## config.mk

```make
export PLATFORM = sky130hd
export DESIGN_NAME = sct_timer
export DESIGN_NICKNAME = d
export VERILOG_FILES = /design/src/design/sct_pkg.sv /design/src/design/sct_tick_if.sv /design/src/design/sct_edge_sync.sv /design/src/design/sct_timer.sv
export VERILOG_INCLUDE_DIRS = /design/src /design/src/design
export SDC_FILE = /design/constraint.sdc
export NUM_CORES = 1
export LEC_CHECK = 0
export BUFFER_PORTS_ARGS = -buffer_cell sky130_fd_sc_hd__buf_2
export CORE_MARGIN = 2
export CORE_UTILIZATION = 54
export DETAILED_ROUTE_END_ITERATION = 12
export GPL_TIMING_DRIVEN = 0
export PLACE_DENSITY = 0.92
export SETUP_SLACK_MARGIN = 0.15
export SKIP_CTS_REPAIR_TIMING = 1
export SLEW_MARGIN = 20
export SYNTH_ARGS = -nofsm -noshare
export SYNTH_HDL_FRONTEND = slang
export SYNTH_SLANG_ARGS = --single-unit
```

## constraint.sdc

```tcl
create_clock -name CLK_SYS_I -period 2.57 [get_ports CLK_SYS_I]
set_clock_uncertainty 0.05 [all_clocks]
set_input_delay 0.1285 -clock CLK_SYS_I [delete_from_list [all_inputs] [get_ports CLK_SYS_I]]
set_output_delay 0.1285 -clock CLK_SYS_I [all_outputs]
set_load 0.1 [all_outputs]
```

## src/design/sct_defines.svh

```systemverilog
/*
  constants for the sleep calibration timer: register offsets, field positions,
  reset values and timing figures.
  assumes inclusion by bare name from the design files.
*/
`ifndef SCT_DEFINES_SVH
`define SCT_DEFINES_SVH

// register offsets (byte addresses)
`define SCT_OFF_CTRL      8'h00
`define SCT_OFF_PERIOD    8'h04
`define SCT_OFF_COMPARE   8'h08
`define SCT_OFF_COUNT     8'h0c
`define SCT_OFF_STATUS    8'h10
`define SCT_OFF_MASK      8'h14
`define SCT_OFF_ROUTE     8'h18

// control fields
`define SCT_CTRL_EN       0
`define SCT_CTRL_CMP_LE   1
`define SCT_CTRL_IRQ_CMP  2
`define SCT_CTRL_RESYNC   3
`define SCT_CTRL_IRQ_EN   4
`define SCT_CTRL_SWCAP    5

// status / mask fields
`define SCT_ST_TC         0
`define SCT_ST_CMP        1
`define SCT_ST_CAP        2
`define SCT_ST_SEL        3
`define SCT_ST_W          4

// reset values
`define SCT_CTRL_RST      8'h0a
`define SCT_PERIOD_RST    8'hff
`define SCT_COMPARE_RST   8'h00
`define SCT_ROUTE_RST     8'h00

// timing
`define SCT_SYS_HZ        20000000
`define SCT_SLOW_HZ       32000
`define SCT_CAL_US        1000
`define SCT_CAL_TICKS     ((`SCT_SLOW_HZ * `SCT_CAL_US) / 1000000)

`endif

```

## src/design/sct_pkg.sv

```systemverilog
/*
  types of the sleep calibration timer.
  assumes nothing beyond a sv compiler.
*/
package sct_pkg;
  // route choice for the auxiliary outputs: off or one of four row buses
  typedef enum logic [2:0] {
    SCT_ROUTE_OFF  = 3'h0,
    SCT_ROUTE_ROW0 = 3'h1,
    SCT_ROUTE_ROW1 = 3'h3,
    SCT_ROUTE_ROW2 = 3'h2,
    SCT_ROUTE_ROW3 = 3'h6
  } sct_route_t;

  // run state of the counter
  typedef enum logic [1:0] {
    SCT_IDLE   = 2'h0,
    SCT_LOAD   = 2'h1,
    SCT_RUN    = 2'h3
  } sct_state_t;
endpackage : sct_pkg

```

## src/design/sct_tick_if.sv

```systemverilog
/*
  tick carrier between the slow clock conditioner and the timer core.
  assumes one system clock domain.
*/
`timescale 1ns/100ps
`default_nettype none
interface sct_tick_if;
  logic tick;     // one-cycle pulse per slow clock rising edge
  logic cap_rise; // one-cycle pulse per capture rising edge
  modport src (output tick, output cap_rise);
  modport dst (input tick, input cap_rise);
endinterface : sct_tick_if
`default_nettype wire

```

## src/design/sct_edge_sync.sv

```systemverilog
/*
  brings the slow oscillator clock and the capture pin into the system clock
  domain and makes one-cycle edge pulses.
  assumes both inputs are asynchronous to clk_i.
*/
`timescale 1ns/100ps
`default_nettype none
module sct_edge_sync (
  input  wire logic   clk_i,
  input  wire logic   rst_n_i,
  input  wire logic   resync_i,
  input  wire logic   slow_clk_i,
  input  wire logic   capture_i,
  sct_tick_if.src     tk
);
  logic [2:0] slow_reg;
  logic [2:0] cap_reg;
  logic       slow_lvl_reg;
  logic       cap_lvl_reg;
  logic       slow_raw_reg;

  // three-stage samplers; only stages 2 and 3 are looked at
  always_ff @(posedge clk_i or negedge rst_n_i) begin
    if (!rst_n_i) begin
      slow_reg <= 3'h0;
      cap_reg  <= 3'h0;
    end else begin
      slow_reg <= {slow_reg[1:0], slow_clk_i};
      cap_reg  <= {cap_reg[1:0], capture_i};
    end
  end

  // filtered levels: change only when stages 2 and 3 agree
  always_ff @(posedge clk_i or negedge rst_n_i) begin
    if (!rst_n_i) begin
      slow_lvl_reg <= 1'b0;
      cap_lvl_reg  <= 1'b0;
      slow_raw_reg <= 1'b0;
    end else begin
      if (slow_reg[2] == slow_reg[1]) slow_lvl_reg <= slow_reg[2];
      if (cap_reg[2] == cap_reg[1]) cap_lvl_reg <= cap_reg[2];
      slow_raw_reg <= slow_reg[1];
    end
  end

  // resync on: edge from agreed level; off: faster but glitch-prone raw edge
  always_ff @(posedge clk_i or negedge rst_n_i) begin
    if (!rst_n_i) begin
      tk.tick     <= 1'b0;
      tk.cap_rise <= 1'b0;
    end else begin
      tk.tick     <= resync_i ? (slow_reg[2] & slow_reg[1] & ~slow_lvl_reg)
                              : (slow_reg[1] & ~slow_raw_reg);
      tk.cap_rise <= cap_reg[2] & cap_reg[1] & ~cap_lvl_reg;
    end
  end
endmodule : sct_edge_sync
`default_nettype wire

```

## src/design/sct_timer.sv

```systemverilog
/*
  sleep calibration timer: 8-bit down counter clocked by slow oscillator ticks,
  with period, compare, capture, selectable compare test, interrupt and
  routable terminal count / compare outputs.
  assumes a plain register port with read data one cycle after the strobe and
  a slow clock far below the system clock.
  limitations: the slow clock must stay below about a quarter of the system clock,
  since a tick needs the three-flop sampler to see each level twice; with resync
  off the tick comes a cycle sooner but a glitch on the slow pin can count twice.
  the capture pin is expected to idle low; a pin stuck high hides every later
  pin edge, though the software strobe still works.
*/
// Notes on behaviour
// - eight-bit counter, period any 0 to 255
// - reload at zero and on enable
// - capture rising edge copies count to compare
// - compare event at compare point each period
// - compare test less or less-equal selectable
// - irq source select, separate irq enable
// - terminal count routable or off, always on its own pin
// - compare output routable, always feeds chain
// - optional resync of timer clock to system
// - counts slow ticks over 1 ms
`timescale 1ns/100ps
`default_nettype none
`include "sct_defines.svh"
module sct_timer #(
  parameter int WIDTH = 8,
  parameter int ROWS  = 4
) (
  input  wire logic             CLK_SYS_I,
  input  wire logic             RESETN_I,
  input  wire logic             LOW_POWER_OSC_CLOCK_I,
  input  wire logic             CAPTURE_I,
  input  wire logic [7:0]       ADDR_I,
  input  wire logic [31:0]      WDATA_I,
  input  wire logic             WR_I,
  input  wire logic             RD_I,
  output logic      [31:0]      RDATA_O,
  output logic                  IRQ_O,
  output logic [ROWS-1:0]       ROW_BUS_O,
  output logic                  COMPARE_CHAIN_O,
  output logic                  TERMINAL_COUNT_O
);
  // software-visible registers
  logic [5:0]          ctrl_reg;
  logic [WIDTH-1:0]    period_reg;
  logic [WIDTH-1:0]    compare_reg;
  logic [WIDTH-1:0]    count_reg;
  logic [`SCT_ST_W-1:0] status_reg;
  logic [`SCT_ST_W-1:0] mask_reg;
  logic [5:0]          route_reg;
  // level flags and their delayed copies for edge finding, then the run state and its next value
  logic                tc_reg;
  logic                tc_d_flag;
  logic                cmp_reg;
  logic                cmp_d_reg;
  sct_pkg::sct_state_t state_reg;
  sct_pkg::sct_state_t state_next;
  // decoded strobes and event terms
  logic                wr_ctrl;
  logic                cap_evt;
  logic                cmp_now;
  logic                tc_rise;
  logic                cmp_rise;
  logic [`SCT_ST_W-1:0] evt;
  logic                enabled;

  sct_tick_if tk ();

  // conditioner for the slow clock and capture pin
  sct_edge_sync u_sync (
    .clk_i      (CLK_SYS_I),
    .rst_n_i    (RESETN_I),
    .resync_i   (ctrl_reg[`SCT_CTRL_RESYNC]),
    .slow_clk_i (LOW_POWER_OSC_CLOCK_I),
    .capture_i  (CAPTURE_I),
    .tk         (tk.src)
  );

  // enable and control write decode
  assign enabled = ctrl_reg[`SCT_CTRL_EN];
  assign wr_ctrl = WR_I && (ADDR_I == `SCT_OFF_CTRL);
  // pin edge or software strobe; a pin held high blocks nothing here, and software
  // capture works whatever level the pin sits at
  assign cap_evt = tk.cap_rise
                 | (wr_ctrl & WDATA_I[`SCT_CTRL_SWCAP]);

  // compare test on the live count
  assign cmp_now = ctrl_reg[`SCT_CTRL_CMP_LE] ? (count_reg <= compare_reg)
                                              : (count_reg <  compare_reg);
  // one-cycle edges of the level flags; status wants one set per event, not a
  // stream of sets while the level stays up
  assign tc_rise  = tc_reg & ~tc_d_flag;
  assign cmp_rise = cmp_reg & ~cmp_d_reg;

  // control register; software capture bit is a strobe and never stored
  always_ff @(posedge CLK_SYS_I or negedge RESETN_I) begin
    if (!RESETN_I) begin
      ctrl_reg <= 6'(`SCT_CTRL_RST);
    end else if (wr_ctrl) begin
      ctrl_reg <= {1'b0, WDATA_I[4:0]};
    end
  end

  // period register; a new period is used from the next reload on
  always_ff @(posedge CLK_SYS_I or negedge RESETN_I) begin
    if (!RESETN_I) begin
      period_reg <= WIDTH'(`SCT_PERIOD_RST);
    end else if (WR_I && ADDR_I == `SCT_OFF_PERIOD) begin
      period_reg <= WDATA_I[WIDTH-1:0];
    end
  end

  // interrupt mask, same layout as status
  always_ff @(posedge CLK_SYS_I or negedge RESETN_I) begin
    if (!RESETN_I) begin
      mask_reg <= '0;
    end else if (WR_I && ADDR_I == `SCT_OFF_MASK) begin
      mask_reg <= WDATA_I[`SCT_ST_W-1:0];
    end
  end

  // output routing; a code outside the table leaves that output off
  always_ff @(posedge CLK_SYS_I or negedge RESETN_I) begin
    if (!RESETN_I) begin
      route_reg <= 6'(`SCT_ROUTE_RST);
    end else if (WR_I && ADDR_I == `SCT_OFF_ROUTE) begin
      route_reg <= WDATA_I[5:0];
    end
  end

  // compare register: capture wins over a software write in the same cycle
  always_ff @(posedge CLK_SYS_I or negedge RESETN_I) begin
    if (!RESETN_I) begin
      compare_reg <= WIDTH'(`SCT_COMPARE_RST);
    end else if (cap_evt) begin
      compare_reg <= count_reg;
    end else if (WR_I && ADDR_I == `SCT_OFF_COMPARE) begin
      compare_reg <= WDATA_I[WIDTH-1:0];
    end
  end

  // run state: load on the enable edge, then count
  // a disable during the load cycle drops straight back to idle
  always_comb begin
    state_next = state_reg;
    case (state_reg)
      sct_pkg::SCT_IDLE: if (enabled) state_next = sct_pkg::SCT_LOAD;
      sct_pkg::SCT_LOAD: state_next = enabled ? sct_pkg::SCT_RUN : sct_pkg::SCT_IDLE;
      sct_pkg::SCT_RUN:  if (!enabled) state_next = sct_pkg::SCT_IDLE;
      default:           state_next = sct_pkg::SCT_IDLE;
    endcase
  end

  always_ff @(posedge CLK_SYS_I or negedge RESETN_I) begin
    if (!RESETN_I) begin
      state_reg <= sct_pkg::SCT_IDLE;
    end else begin
      state_reg <= state_next;
    end
  end

  // counter: reload on enable and at zero, decrement per tick, hold when off
  // holding rather than clearing lets software read the count after stopping,
  // which is how the calibration result is fetched
  always_ff @(posedge CLK_SYS_I or negedge RESETN_I) begin
    if (!RESETN_I) begin
      count_reg <= '0;
    end else if (state_reg == sct_pkg::SCT_LOAD) begin
      count_reg <= period_reg;
    end else if (state_reg == sct_pkg::SCT_RUN && tk.tick) begin
      if (count_reg == '0) count_reg <= period_reg;
      else count_reg <= count_reg - 1'b1;
    end
  end

  // terminal count spans one full slow clock: high while the count sits at zero
  always_ff @(posedge CLK_SYS_I or negedge RESETN_I) begin
    if (!RESETN_I) begin
      tc_reg <= 1'b0;
    end else begin
      tc_reg <= (state_reg == sct_pkg::SCT_RUN) && (count_reg == '0);
    end
  end

  // compare level is gated by run so a stopped timer shows no match
  always_ff @(posedge CLK_SYS_I or negedge RESETN_I) begin
    if (!RESETN_I) begin
      cmp_reg   <= 1'b0;
      cmp_d_reg <= 1'b0;
    end else begin
      cmp_reg   <= (state_reg == sct_pkg::SCT_RUN) && cmp_now;
      cmp_d_reg <= cmp_reg;
    end
  end

  // event vector; the selected source gets its own bit gated by irq enable
  // capture is an event even with no pin wired, through the software strobe
  always_comb begin
    evt = '0;
    evt[`SCT_ST_TC]  = tc_rise;
    evt[`SCT_ST_CMP] = cmp_rise;
    evt[`SCT_ST_CAP] = cap_evt;
    evt[`SCT_ST_SEL] = ctrl_reg[`SCT_CTRL_IRQ_EN]
                     & (ctrl_reg[`SCT_CTRL_IRQ_CMP] ? cmp_rise : tc_rise);
  end

  // delayed terminal count, used to find its rising edge
  always_ff @(posedge CLK_SYS_I or negedge RESETN_I) begin
    if (!RESETN_I) begin
      tc_d_flag <= 1'b0;
    end else begin
      tc_d_flag <= tc_reg;
    end
  end

  // sticky status, write one to clear; a new event wins over the clear
  // the clear only touches bits written as one, and the event term is ored in
  // last so that a set landing in the clear cycle is never lost
  always_ff @(posedge CLK_SYS_I or negedge RESETN_I) begin
    if (!RESETN_I) begin
      status_reg <= '0;
    end else begin
      status_reg <= (status_reg
                  & ~((WR_I && ADDR_I == `SCT_OFF_STATUS) ? WDATA_I[`SCT_ST_W-1:0]
                                                          : {`SCT_ST_W{1'b0}}))
                  | evt;
    end
  end

  // level interrupt from unmasked status; registered, so it trails status by
  // one cycle, which software never sees
  always_ff @(posedge CLK_SYS_I or negedge RESETN_I) begin
    if (!RESETN_I) begin
      IRQ_O <= 1'b0;
    end else begin
      IRQ_O <= |(status_reg & mask_reg);
    end
  end

  // row bus routing: route_reg[2:0] for terminal count, [5:3] for compare
  // both may land on one row; the row then shows either level
  genvar r;
  generate
    for (r = 0; r < ROWS; r++) begin : g_row
      always_ff @(posedge CLK_SYS_I or negedge RESETN_I) begin
        if (!RESETN_I) begin
          ROW_BUS_O[r] <= 1'b0;
        end else begin
          ROW_BUS_O[r] <= (route_sel(route_reg[2:0]) == r + 1 && tc_reg)
                        | (route_sel(route_reg[5:3]) == r + 1 && cmp_reg);
        end
      end
    end
  endgenerate

  // maps a gray route code to row number plus one; zero means disabled
  function automatic int route_sel(input logic [2:0] code);
    case (sct_pkg::sct_route_t'(code))
      sct_pkg::SCT_ROUTE_ROW0: route_sel = 1;
      sct_pkg::SCT_ROUTE_ROW1: route_sel = 2;
      sct_pkg::SCT_ROUTE_ROW2: route_sel = 3;
      sct_pkg::SCT_ROUTE_ROW3: route_sel = 4;
      default:                 route_sel = 0;
    endcase
  endfunction : route_sel

  // chain output to the next block, independent of routing and interrupts
  // terminal count pin carries the plain level, not the routed copy
  always_ff @(posedge CLK_SYS_I or negedge RESETN_I) begin
    if (!RESETN_I) begin
      COMPARE_CHAIN_O  <= 1'b0;
      TERMINAL_COUNT_O <= 1'b0;
    end else begin
      COMPARE_CHAIN_O  <= cmp_reg;
      TERMINAL_COUNT_O <= tc_reg;
    end
  end

  // read port: data stand in the cycle after the strobe only
  // zero between answers keeps a shared read bus free of stale values
  always_ff @(posedge CLK_SYS_I or negedge RESETN_I) begin
    if (!RESETN_I) begin
      RDATA_O <= 32'h0;
    end else if (RD_I) begin
      case (ADDR_I)
        `SCT_OFF_CTRL:    RDATA_O <= {26'h0, ctrl_reg};
        `SCT_OFF_PERIOD:  RDATA_O <= {{(32-WIDTH){1'b0}}, period_reg};
        `SCT_OFF_COMPARE: RDATA_O <= {{(32-WIDTH){1'b0}}, compare_reg};
        `SCT_OFF_COUNT:   RDATA_O <= {{(32-WIDTH){1'b0}}, count_reg};
        `SCT_OFF_STATUS:  RDATA_O <= {{(32-`SCT_ST_W){1'b0}}, status_reg};
        `SCT_OFF_MASK:    RDATA_O <= {{(32-`SCT_ST_W){1'b0}}, mask_reg};
        `SCT_OFF_ROUTE:   RDATA_O <= {26'h0, route_reg};
        default:          RDATA_O <= 32'h0;
      endcase
    end else begin
      RDATA_O <= 32'h0;
    end
  end

endmodule : sct_timer
`default_nettype wire

```

==> results.ini, run 1 <==
[floorplanning]
start_util=0.553
rows=30
die_h_um=87.2
fp.dieW_um=87.2
dieArea_um2=7600
io_pins=85
core_area_um2=6760

[critical_path]
timing.rr.start=count_reg[0]
worstRegToRegCells=8
cp.required_ns=2.80
critPathKind=reg2reg
end_kind=flop
crit_chain=inv_1, ha_1, nor2b_1, a31oi_1, clkbuf_1, nor2_1, a31o_2, a21oi_1
startpoint=count_reg[0]
cp-start-kind=flop
r2r-end=count_reg[6]
slowest_delay_ns=0.49
cp-endpoint=count_reg[6]
cp.arrival_ns=2.42
crit_fanout=10
cp_slowest_cell=dfrtp_1
r2r_setup_slack_ns=0.38

[drt]
drc=0
drtPass1Iterations=5
finalWirelength_um=8600
ant_nets=0
vias_per_cell=5.82
first_iter_violations=227
vias=2958
wl_per_cell_um=16.9

[placement]
place_inst=487
gp_congestion=0.862
dpl_cell_area_um2=4120
io_buffer_count=33
dp_hpwl_um=6210

[finish]
diodes=0
final_util=0.644
mostFrequentLayoutCells=dfrtp_1 (62), buf_2 (36), nor2_1 (27)
nets=482
instances_no_fill=508
drive_gt1_frac=0.294
final_common_cell=dfrtp_1
design_area_um2=4350
areaGrowthSynthToFinish_pct=16.3

[run]
drv_cap=0

[sta]
max_freq_mhz=457
finalSetupViolCount=0
hold_violations=0
worst_pin_slew_ns=0.730
fin_crit_sh=0.852
max_slew_margin=0.509
tns_ns=0
fin_crit_ns=2.19
drv_slew=0
holdWs_ns=0.0192
rsz0062_at_grt=no

[yosys]
synth-edff-count=0
syn-instance-count=350
yosysUniqueCellTypes=50
synth_flop_cell=dfrtp_1
seq_area_frac_synth=0.485
synth_seq_cells=72
synthesis.area_um2=3740
avgSynthCellArea_um2=10.7
yosysWarnings=0
async_reset_ff_frac=1.00

[power_and_ir_drop]
p_int_mw=2.01
ir_worst_vdd_mv=0.354
pwr-share-comb=0.307
power.density_nw_per_um2=754
clock_power_share=0.248
p_sw_mw=1.27
swShare=0.386
leakage_nw=2.18
seqPwrFrac=0.445

[cts]
htreeDepth=3
cts_made_buffers=9
clock_latency_ns=0.35
clk_pin_slew_ns=0.08
clk_root_buffer_cell=clkbuf_8
cts_tree=built
cts_num_sinks=72
cts_buffer_depth=2

[global_routing]
grt_pass1_wl_um=13500
antenna_found_initial=0
grt_pass1_vias=2789
grt_overflow=0
grtUsageTotal=0.232
grt_max_degree=50

[status]
status=finished clean

[hold_path]
hp-class=in2reg

-- critical path: cells and delay by family (launching register included) --
| kind | cells | cell delay [ns] |
|---|---|---|
| and+or+nand+nor | 2 | 0.23 |
| AOI/OAI and AO/OA | 3 | 0.57 |
| adders and majority gates | 1 | 0.22 |
| DFF | 1 | 0.49 |
| buffers and inverters | 2 | 0.55 |
-- synthesized netlist by cell type, types with 2 or more instances --
library cell	n	area share
buf_2	4	0.0054
mux2_2	23	0.069
ha_1	13	0.044
a211oi_1	3	0.0060
a21oi_1	24	0.032
a21bo_2	2	0.0054
nand4_1	4	0.0067
nor2b_1	10	0.017
nor3_1	4	0.0054
nand3_2	2	0.0054
inv_1	19	0.019
mux4_2	4	0.024
mux2i_1	16	0.043
o21ai_0	16	0.021
buf_4	25	0.050
a22oi_1	4	0.0080
nand2_1	22	0.022
o41ai_1	2	0.0047
o22ai_1	7	0.012
nand3b_1	3	0.0060
o21a_1	2	0.0040
nor2_1	27	0.027
nand3_1	8	0.011
dfstp_2	10	0.070
o211ai_1	2	0.0040
clkbuf_1	8	0.0080
dfrtp_1	62	0.42
nand2b_1	2	0.0033
-- power by group through the flow --
| stage | Clock (mW) | Combinational, mW | Sequential [mW] |
|---|---|---|---|
| after floorplan | 0 | 0.766 | 1.42 |
| after global routing | 0.873 | 1.10 | 1.48 |
| after detailed placement | 0 | 0.977 | 1.47 |
| final | 0.813 | 1.01 | 1.46 |
| after global placement | 0 | 0.910 | 1.45 |
| after CTS | 0.822 | 0.987 | 1.45 |
-- metrics by stage --
step	setup WS (ns)	total power, mW
floorplan	0.702	2.19
global placement	0.557	2.36
detailed placement	0.462	2.45
CTS	0.437	3.26
global route	0.278	3.45
finish	0.380	3.28
-- logic make-up (layout without fill, tap and decap cells) --
group / Yosys count / count (layout) / share of synthesized area
AOI/OAI and AO/OA: 72 / 72 / 0.121
adders and majority gates: 13 / 13 / 0.0435
buffers and inverters: 56 / 111 / 0.0827
DFF: 72 / 72 / 0.485
muxes: 43 / 43 / 0.136
other: 1 / 24 / 0.00100
and+or+nand+nor: 93 / 93 / 0.130
-- how the worst min path moves through the flow --
stage	to	slack [ns]	start	cells after the start
after CTS	ROW_BUS_O[1]	-0.36	RESETN_I	1
final	route_reg[4]	0.02	WDATA_I[4]	3
after global routing	route_reg[4]	0.04	WDATA_I[4]	3
after floorplan	COMPARE_CHAIN_O	-0.22	RESETN_I	0
after detailed placement	count_reg[1]	0.02	RESETN_I	1
after global placement	u_sync.slow_reg[0]	0.19	LOW_POWER_OSC_CLOCK_I	1
-- cell type report --
type,count,area [um^2]
tap,80,100
fill,518,2410
clock inverter,7,55.1
multi-input combinational,245,1700
buffer,37,238
timing repair buffer,39,245
inverter,19,71.3
sequential,72,1810
clock buffer,9,124
-- per-layer routing --
layer | wire length (um) | global-route usage | vias to the layer above
met3 | 579 | 0.0540 | 20
met5 | 0 | 0 | -
met4 | 238 | 0.0867 | 0
met1 | 3390 | 0.285 | 1455
met2 | 4390 | 0.397 | 141
li1 | - | - | 1342
Power figures use the tool's default switching activity.
==> run 2, diff against run 1 <==
Settings changed: ABC_AREA from default to 1, CORE_UTILIZATION 54 to 55.
Clock period 2.57 ns to 2.05 ns, I/O delays scaled along.
==> run 2 against run 1 <==
Effect of this change:
- the run now ends with negative hold slack left
- synthesized cell count rose by 46%
- cell count grew 37%
- wire length rose by 14%
- via count up 24%
- combinational power grew 22%
- sequential cell count unchanged
- non-clock buffer count is 3 higher
- register-to-register slack worse by 0.02 ns
- sequential share of layout area is 3.0 points lower
- critical path type unchanged
- highest routed layer unchanged
==> results.ini, run 2 <==
[status]
status=finished with violations
violations=negative hold slack

[critical_path]
timing.rr.start=count_reg[0]
end_kind=flop
slowest_delay_ns=0.42
cp-start-kind=flop
critPathKind=reg2reg
crit_fanout=10
r2r_setup_slack_ns=0.36
startpoint=count_reg[0]
cp-endpoint=count_reg[4]
worstRegToRegCells=8
cp.arrival_ns=1.88
cp.required_ns=2.25
cp_slowest_cell=dfrtp_1
r2r-end=count_reg[4]
crit_chain=inv_1, ha_1, nand2_1, o21ai_2, buf_4, a21oi_1, nand2_1, nand2_1
crit_top_cell=nand2_1

[floorplanning]
fp.dieW_um=89.5
start_util=0.561
die_h_um=89.5
dieArea_um2=8010
rows=31
io_pins=85
core_area_um2=7180

[sta]
fin_crit_sh=0.823
max_slew_margin=0.595
hold_violations=4
max_freq_mhz=593
tns_ns=0
rsz0062_at_grt=no
fin_crit_ns=1.69
worst_pin_slew_ns=0.603
layout_setup_ws_ns=0.363
drv_slew=0
finalSetupViolCount=0
holdWs_ns=-0.0237

[finish]
diodes=0
mostFrequentLayoutCells=nand2_1 (137), dfrtp_1 (62), inv_1 (59)
areaGrowthSynthToFinish_pct=16.5
fill_cells=613
nets=649
drive_gt1_frac=0.200
final_common_cell=nand2_1

[yosys]
avgSynthCellArea_um2=7.87
yosysUniqueCellTypes=35
synth_most_common_cell=nand2_1
synth.area.top_cells=dfrtp_1 (39%), nand2_1 (13%), nand3_1 (6.6%)
syn-instance-count=511
synth_common_cells=nand2_1 (137), dfrtp_1 (62), inv_1 (59)
synth_seq_cells=72
synth_flop_cell=dfrtp_1
synthesis.area_um2=4020
synth_top_area_frac=0.386
synth-edff-count=0
yosysWarnings=0
synth_top_area_cell=dfrtp_1
seq_area_frac_synth=0.451
async_reset_ff_frac=1.00

[cts]
cts_buffer_depth=2
clk_pin_slew_ns=0.07
cts_num_sinks=72
clock_latency_ns=0.36
htreeDepth=3
cts_made_buffers=9
cts_tree=built
clk_root_buffer_cell=clkbuf_8

[hold_path]
hp-class=in2reg

[drt]
vias_per_cell=5.29
ant_nets=0
first_iter_violations=398
finalWirelength_um=9780
wl_per_cell_um=14.1
vias=3669
drc=0
drtPass1Iterations=6

[global_routing]
grt_pass1_vias=3436
grt_max_degree=42
grt_overflow=0
grtUsageTotal=0.264
antenna_found_initial=0
grt_pass1_wl_um=15800

[power_and_ir_drop]
leakage_nw=2.54
ir_worst_vdd_mv=0.541
power.density_nw_per_um2=862

[placement]
gp_congestion=0.963
dp_hpwl_um=7350
pre_cts_slack_ns=0.416
io_buffer_count=36

[run]
drv_cap=0

==> run 2: changes by cell type after synthesis, moves of 8 or more <==
cell / delta
nand2_1: +115
clkbuf_1: -8
mux2_2: -22
o21ai_0: +23
nor2_1: +16
inv_1: +40
nand3_1: +45
nor2b_1: -10
a21oi_1: -11
mux2i_1: -16
==> run 2: final cells by class <==
| cell class | instances | area [um^2] | area share |
|---|---|---|---|
| Inverter | 62 | 233 | 0.0497 |
| Clock buffer | 9 | 124 | 0.0264 |
| Multi-Input combinational cell | 366 | 1810 | 0.385 |
| Tap cell | 99 | 124 | 0.0264 |
| Buffer | 34 | 255 | 0.0545 |
| Clock inverter | 7 | 47.5 | 0.0101 |
| Timing Repair Buffer | 45 | 283 | 0.0603 |
| Sequential cell | 72 | 1810 | 0.387 |
==> run 2: cells by family after synthesis <==
group                      synth area share
adders and majority gates            0.0404
DFF                                   0.451
and+or+nand+nor                       0.298
xor gates and xnor gates            0.00218
buffers and inverters                 0.121
muxes                               0.00280
other                              0.000932
AOI/OAI and AO/OA                    0.0834
==> run 2: worst min-delay path by stage <==
stage | cells after the start | from | end
after floorplan | 0 | RESETN_I | COMPARE_CHAIN_O
after CTS | 1 | RESETN_I | u_sync.slow_reg[1]
after global placement | 1 | CAPTURE_I | u_sync.cap_reg[0]
final | 3 | WDATA_I[2] | period_reg[2]
after global routing | 3 | WDATA_I[3] | period_reg[3]
after detailed placement | 1 | RESETN_I | u_sync.slow_reg[1]
==> run 2: layer usage <==
metal,part of all wire,GRT usage
met1,0.40,0.328
met2,0.49,0.435
met3,0.076,0.0563
met4,0.032,0.137
met5,0,0
==> run 2: through the flow <==
step                      std cells  total power [mW]  hold slack (ns)   util  cell area, um^2
final                           694              4.04          -0.0237  0.653             4690
after global routing            694              4.29         0.000914  0.653             4690
after CTS                       686              4.03           -0.364  0.642             4610
after detailed placement        670              3.03           0.0241  0.618             4440
after global placement          669              2.96            0.160  0.615             4410
after floorplan                 534              2.70           -0.243      -             4110
==> run 2: report_power, final <==
part / total [mW] / leakage (nW) / switching [mW] / internal (mW)
logic: 1.23 / 1.60 / 0.831 / 0.403
registers: 1.82 / 0.854 / 0.220 / 1.60
clock network: 0.990 / 0.0854 / 0.552 / 0.437
==> run 2: worst max-delay path: cells and delay by family (launching register included) <==
family / cells / cell delay (ns)
AND/OR/NAND/NOR: 3 / 0.25
AO/OA/AOI/OAI: 2 / 0.27
flip-flops: 1 / 0.42
adder cells (fa/ha/maj): 1 / 0.19
buffers and inverters: 2 / 0.40
==> run 3, diff against run 2 <==
Settings changed: CORE_UTILIZATION 55 to 50, PLACE_DENSITY 0.92 to 0.89.
Clock period 2.05 ns to 1.4 ns, I/O delays scaled along.
==> run 3 against run 2 <==
Effect of this change:
- the flow finishes with violations (negative setup slack)
- critical path type unchanged
- wire length up 3.4%
- die area up 9.5%
- sequential power up 48%
- sequential share of layout area shrank 1.8 points
- count of clock-buffer cells in the layout unchanged
- fmax up 13%
- global-route usage down 2.2 points
- final area increased by 5.5%
- core utilization fell by 1.6 points
- setup slack got worse by 0.46 ns
- register-to-register slack got worse by 0.46 ns
- first-iteration DRC count decreased by 15%
==> results.ini, run 3 (synthesis results as in run 2) <==
[status]
status=finished with violations
violations=negative setup slack

[critical_path]
timing.rr.start=count_reg[3]
crit_top_cell=nand2_1
r2r_setup_slack_ns=-0.09
critPathKind=reg2reg
cp.required_ns=1.63
startpoint=count_reg[3]
cp-endpoint=cmp_reg
worstRegToRegCells=6
cp.arrival_ns=1.72
crit_fanout=6
end_kind=flop
crit_chain=ha_1, a21oi_1, o21ai_0, nand2_1, nand2_1, a21oi_2
slowest_delay_ns=0.48
cp_slowest_cell=dfrtp_2
r2r-end=cmp_reg
cp-start-kind=flop

[placement]
place_inst=673
gp_congestion=0.982
io_buffer_count=36
dpl_cell_area_um2=4470
dp_hpwl_um=7220
pre_cts_slack_ns=-0.131

[cts]
cts_made_buffers=9
htreeDepth=3
clock_latency_ns=0.36
clk_pin_slew_ns=0.09
cts_num_sinks=72
cts_buffer_depth=2
clk_root_buffer_cell=clkbuf_8
cts_tree=built

[floorplanning]
rows=32
dieArea_um2=8780
start_util=0.518
core_area_um2=7770
io_pins=85
die_h_um=93.7
fp.dieW_um=93.7

[global_routing]
grt_max_degree=62
grt_pass1_vias=3512
grt_pass1_wl_um=16400
antenna_found_initial=0
grtUsageTotal=0.242
grt_overflow=0

[drt]
finalWirelength_um=10100
first_iter_violations=339
drtPass1Iterations=7
drc=0
wl_per_cell_um=14.3
ant_nets=0
vias=3737
vias_per_cell=5.29

[finish]
final_common_cell=nand2_1
design_area_um2=4950
fill_cells=663
nets=659
mostFrequentLayoutCells=nand2_1 (135), inv_1 (54), nand3_1 (53)
diodes=0
areaGrowthSynthToFinish_pct=23.0
drive_gt1_frac=0.250
seq_area_um2=1830
multi_input_area_um2=1860
instances_no_fill=707

[power_and_ir_drop]
ir_worst_vdd_mv=0.770
leakage_nw=2.60
power.density_nw_per_um2=1360

[sta]
tns_ns=-0.438
drv_slew=0
layout_setup_ws_ns=-0.0922
hold_violations=0
fin_crit_ns=1.49
max_freq_mhz=670
holdWs_ns=0.0440
fin_crit_sh=1.07
finalSetupViolCount=8
rsz0062_at_grt=yes

[hold_path]
hp-class=in2async

[run]
drv_cap=0

==> run 3: changes by cell type in the layout (fill, tap and decap cells not counted), sizes merged <==
cell	before	now
buf	71	65
clkinv	5	2
bufinv	0	2
inv	62	63
dlygate4sd3	8	12
clkbuf	9	21
==> run 3: critical path, delay by kind of cell (launching register included) <==
kind            cells  cell delay, ns
flops               1            0.48
compound gates      3            0.42
fa+ha+maj           1            0.32
simple gates        2            0.14
==> run 3: layer usage <==
metal,routed length (um),part of all wire,vias to the layer above,global-route usage
met2,4890,0.48,183,0.393
li1,-,-,1780,-
met1,4030,0.40,1731,0.303
met3,766,0.076,43,0.0522
met4,421,0.042,0,0.129
met5,0,0,-,0
==> run 3: report_power, final <==
part,internal (mW),switching [mW],total (mW),leakage (nW)
clock,1.02,0.875,1.90,0.110
combinational,0.771,1.35,2.13,1.65
sequential,2.36,0.342,2.70,0.841
==> run 3: how the worst min path moves through the flow <==
stage | startpoint | end | slack (ns) | cells past startpoint
4_1_cts | RESETN_I | u_sync.slow_reg[0] | -0.51 | 1
3_5_place_dp | RESETN_I | u_sync.slow_reg[0] | -0.12 | 1
5_1_grt | RESETN_I | u_sync.slow_reg[0] | 0.06 | 2
6_report | RESETN_I | u_sync.slow_reg[0] | 0.04 | 2
3_3_place_gp | CAPTURE_I | u_sync.cap_reg[0] | 0.13 | 1
2_1_floorplan | RESETN_I | COMPARE_CHAIN_O | -0.28 | 0
==> run 3: cell type report <==
type                    count  share of cell area
plain buffers              34              0.0524
clock buffers               9              0.0250
clock inverters             7              0.0207
inverters                  62              0.0488
multi-input cells         366               0.376
flip-flops and latches     72               0.369
well taps                 102              0.0258
repair buffers             55              0.0820
==> run 3: per-stage QoR <==
step / power [mW] / utilization
after detailed placement: 4.53 / 0.576
final: 6.72 / 0.637
after CTS: 6.39 / 0.605
after global placement: 4.41 / 0.572
after floorplan: 4.03 / -
after global routing: 7.12 / 0.637
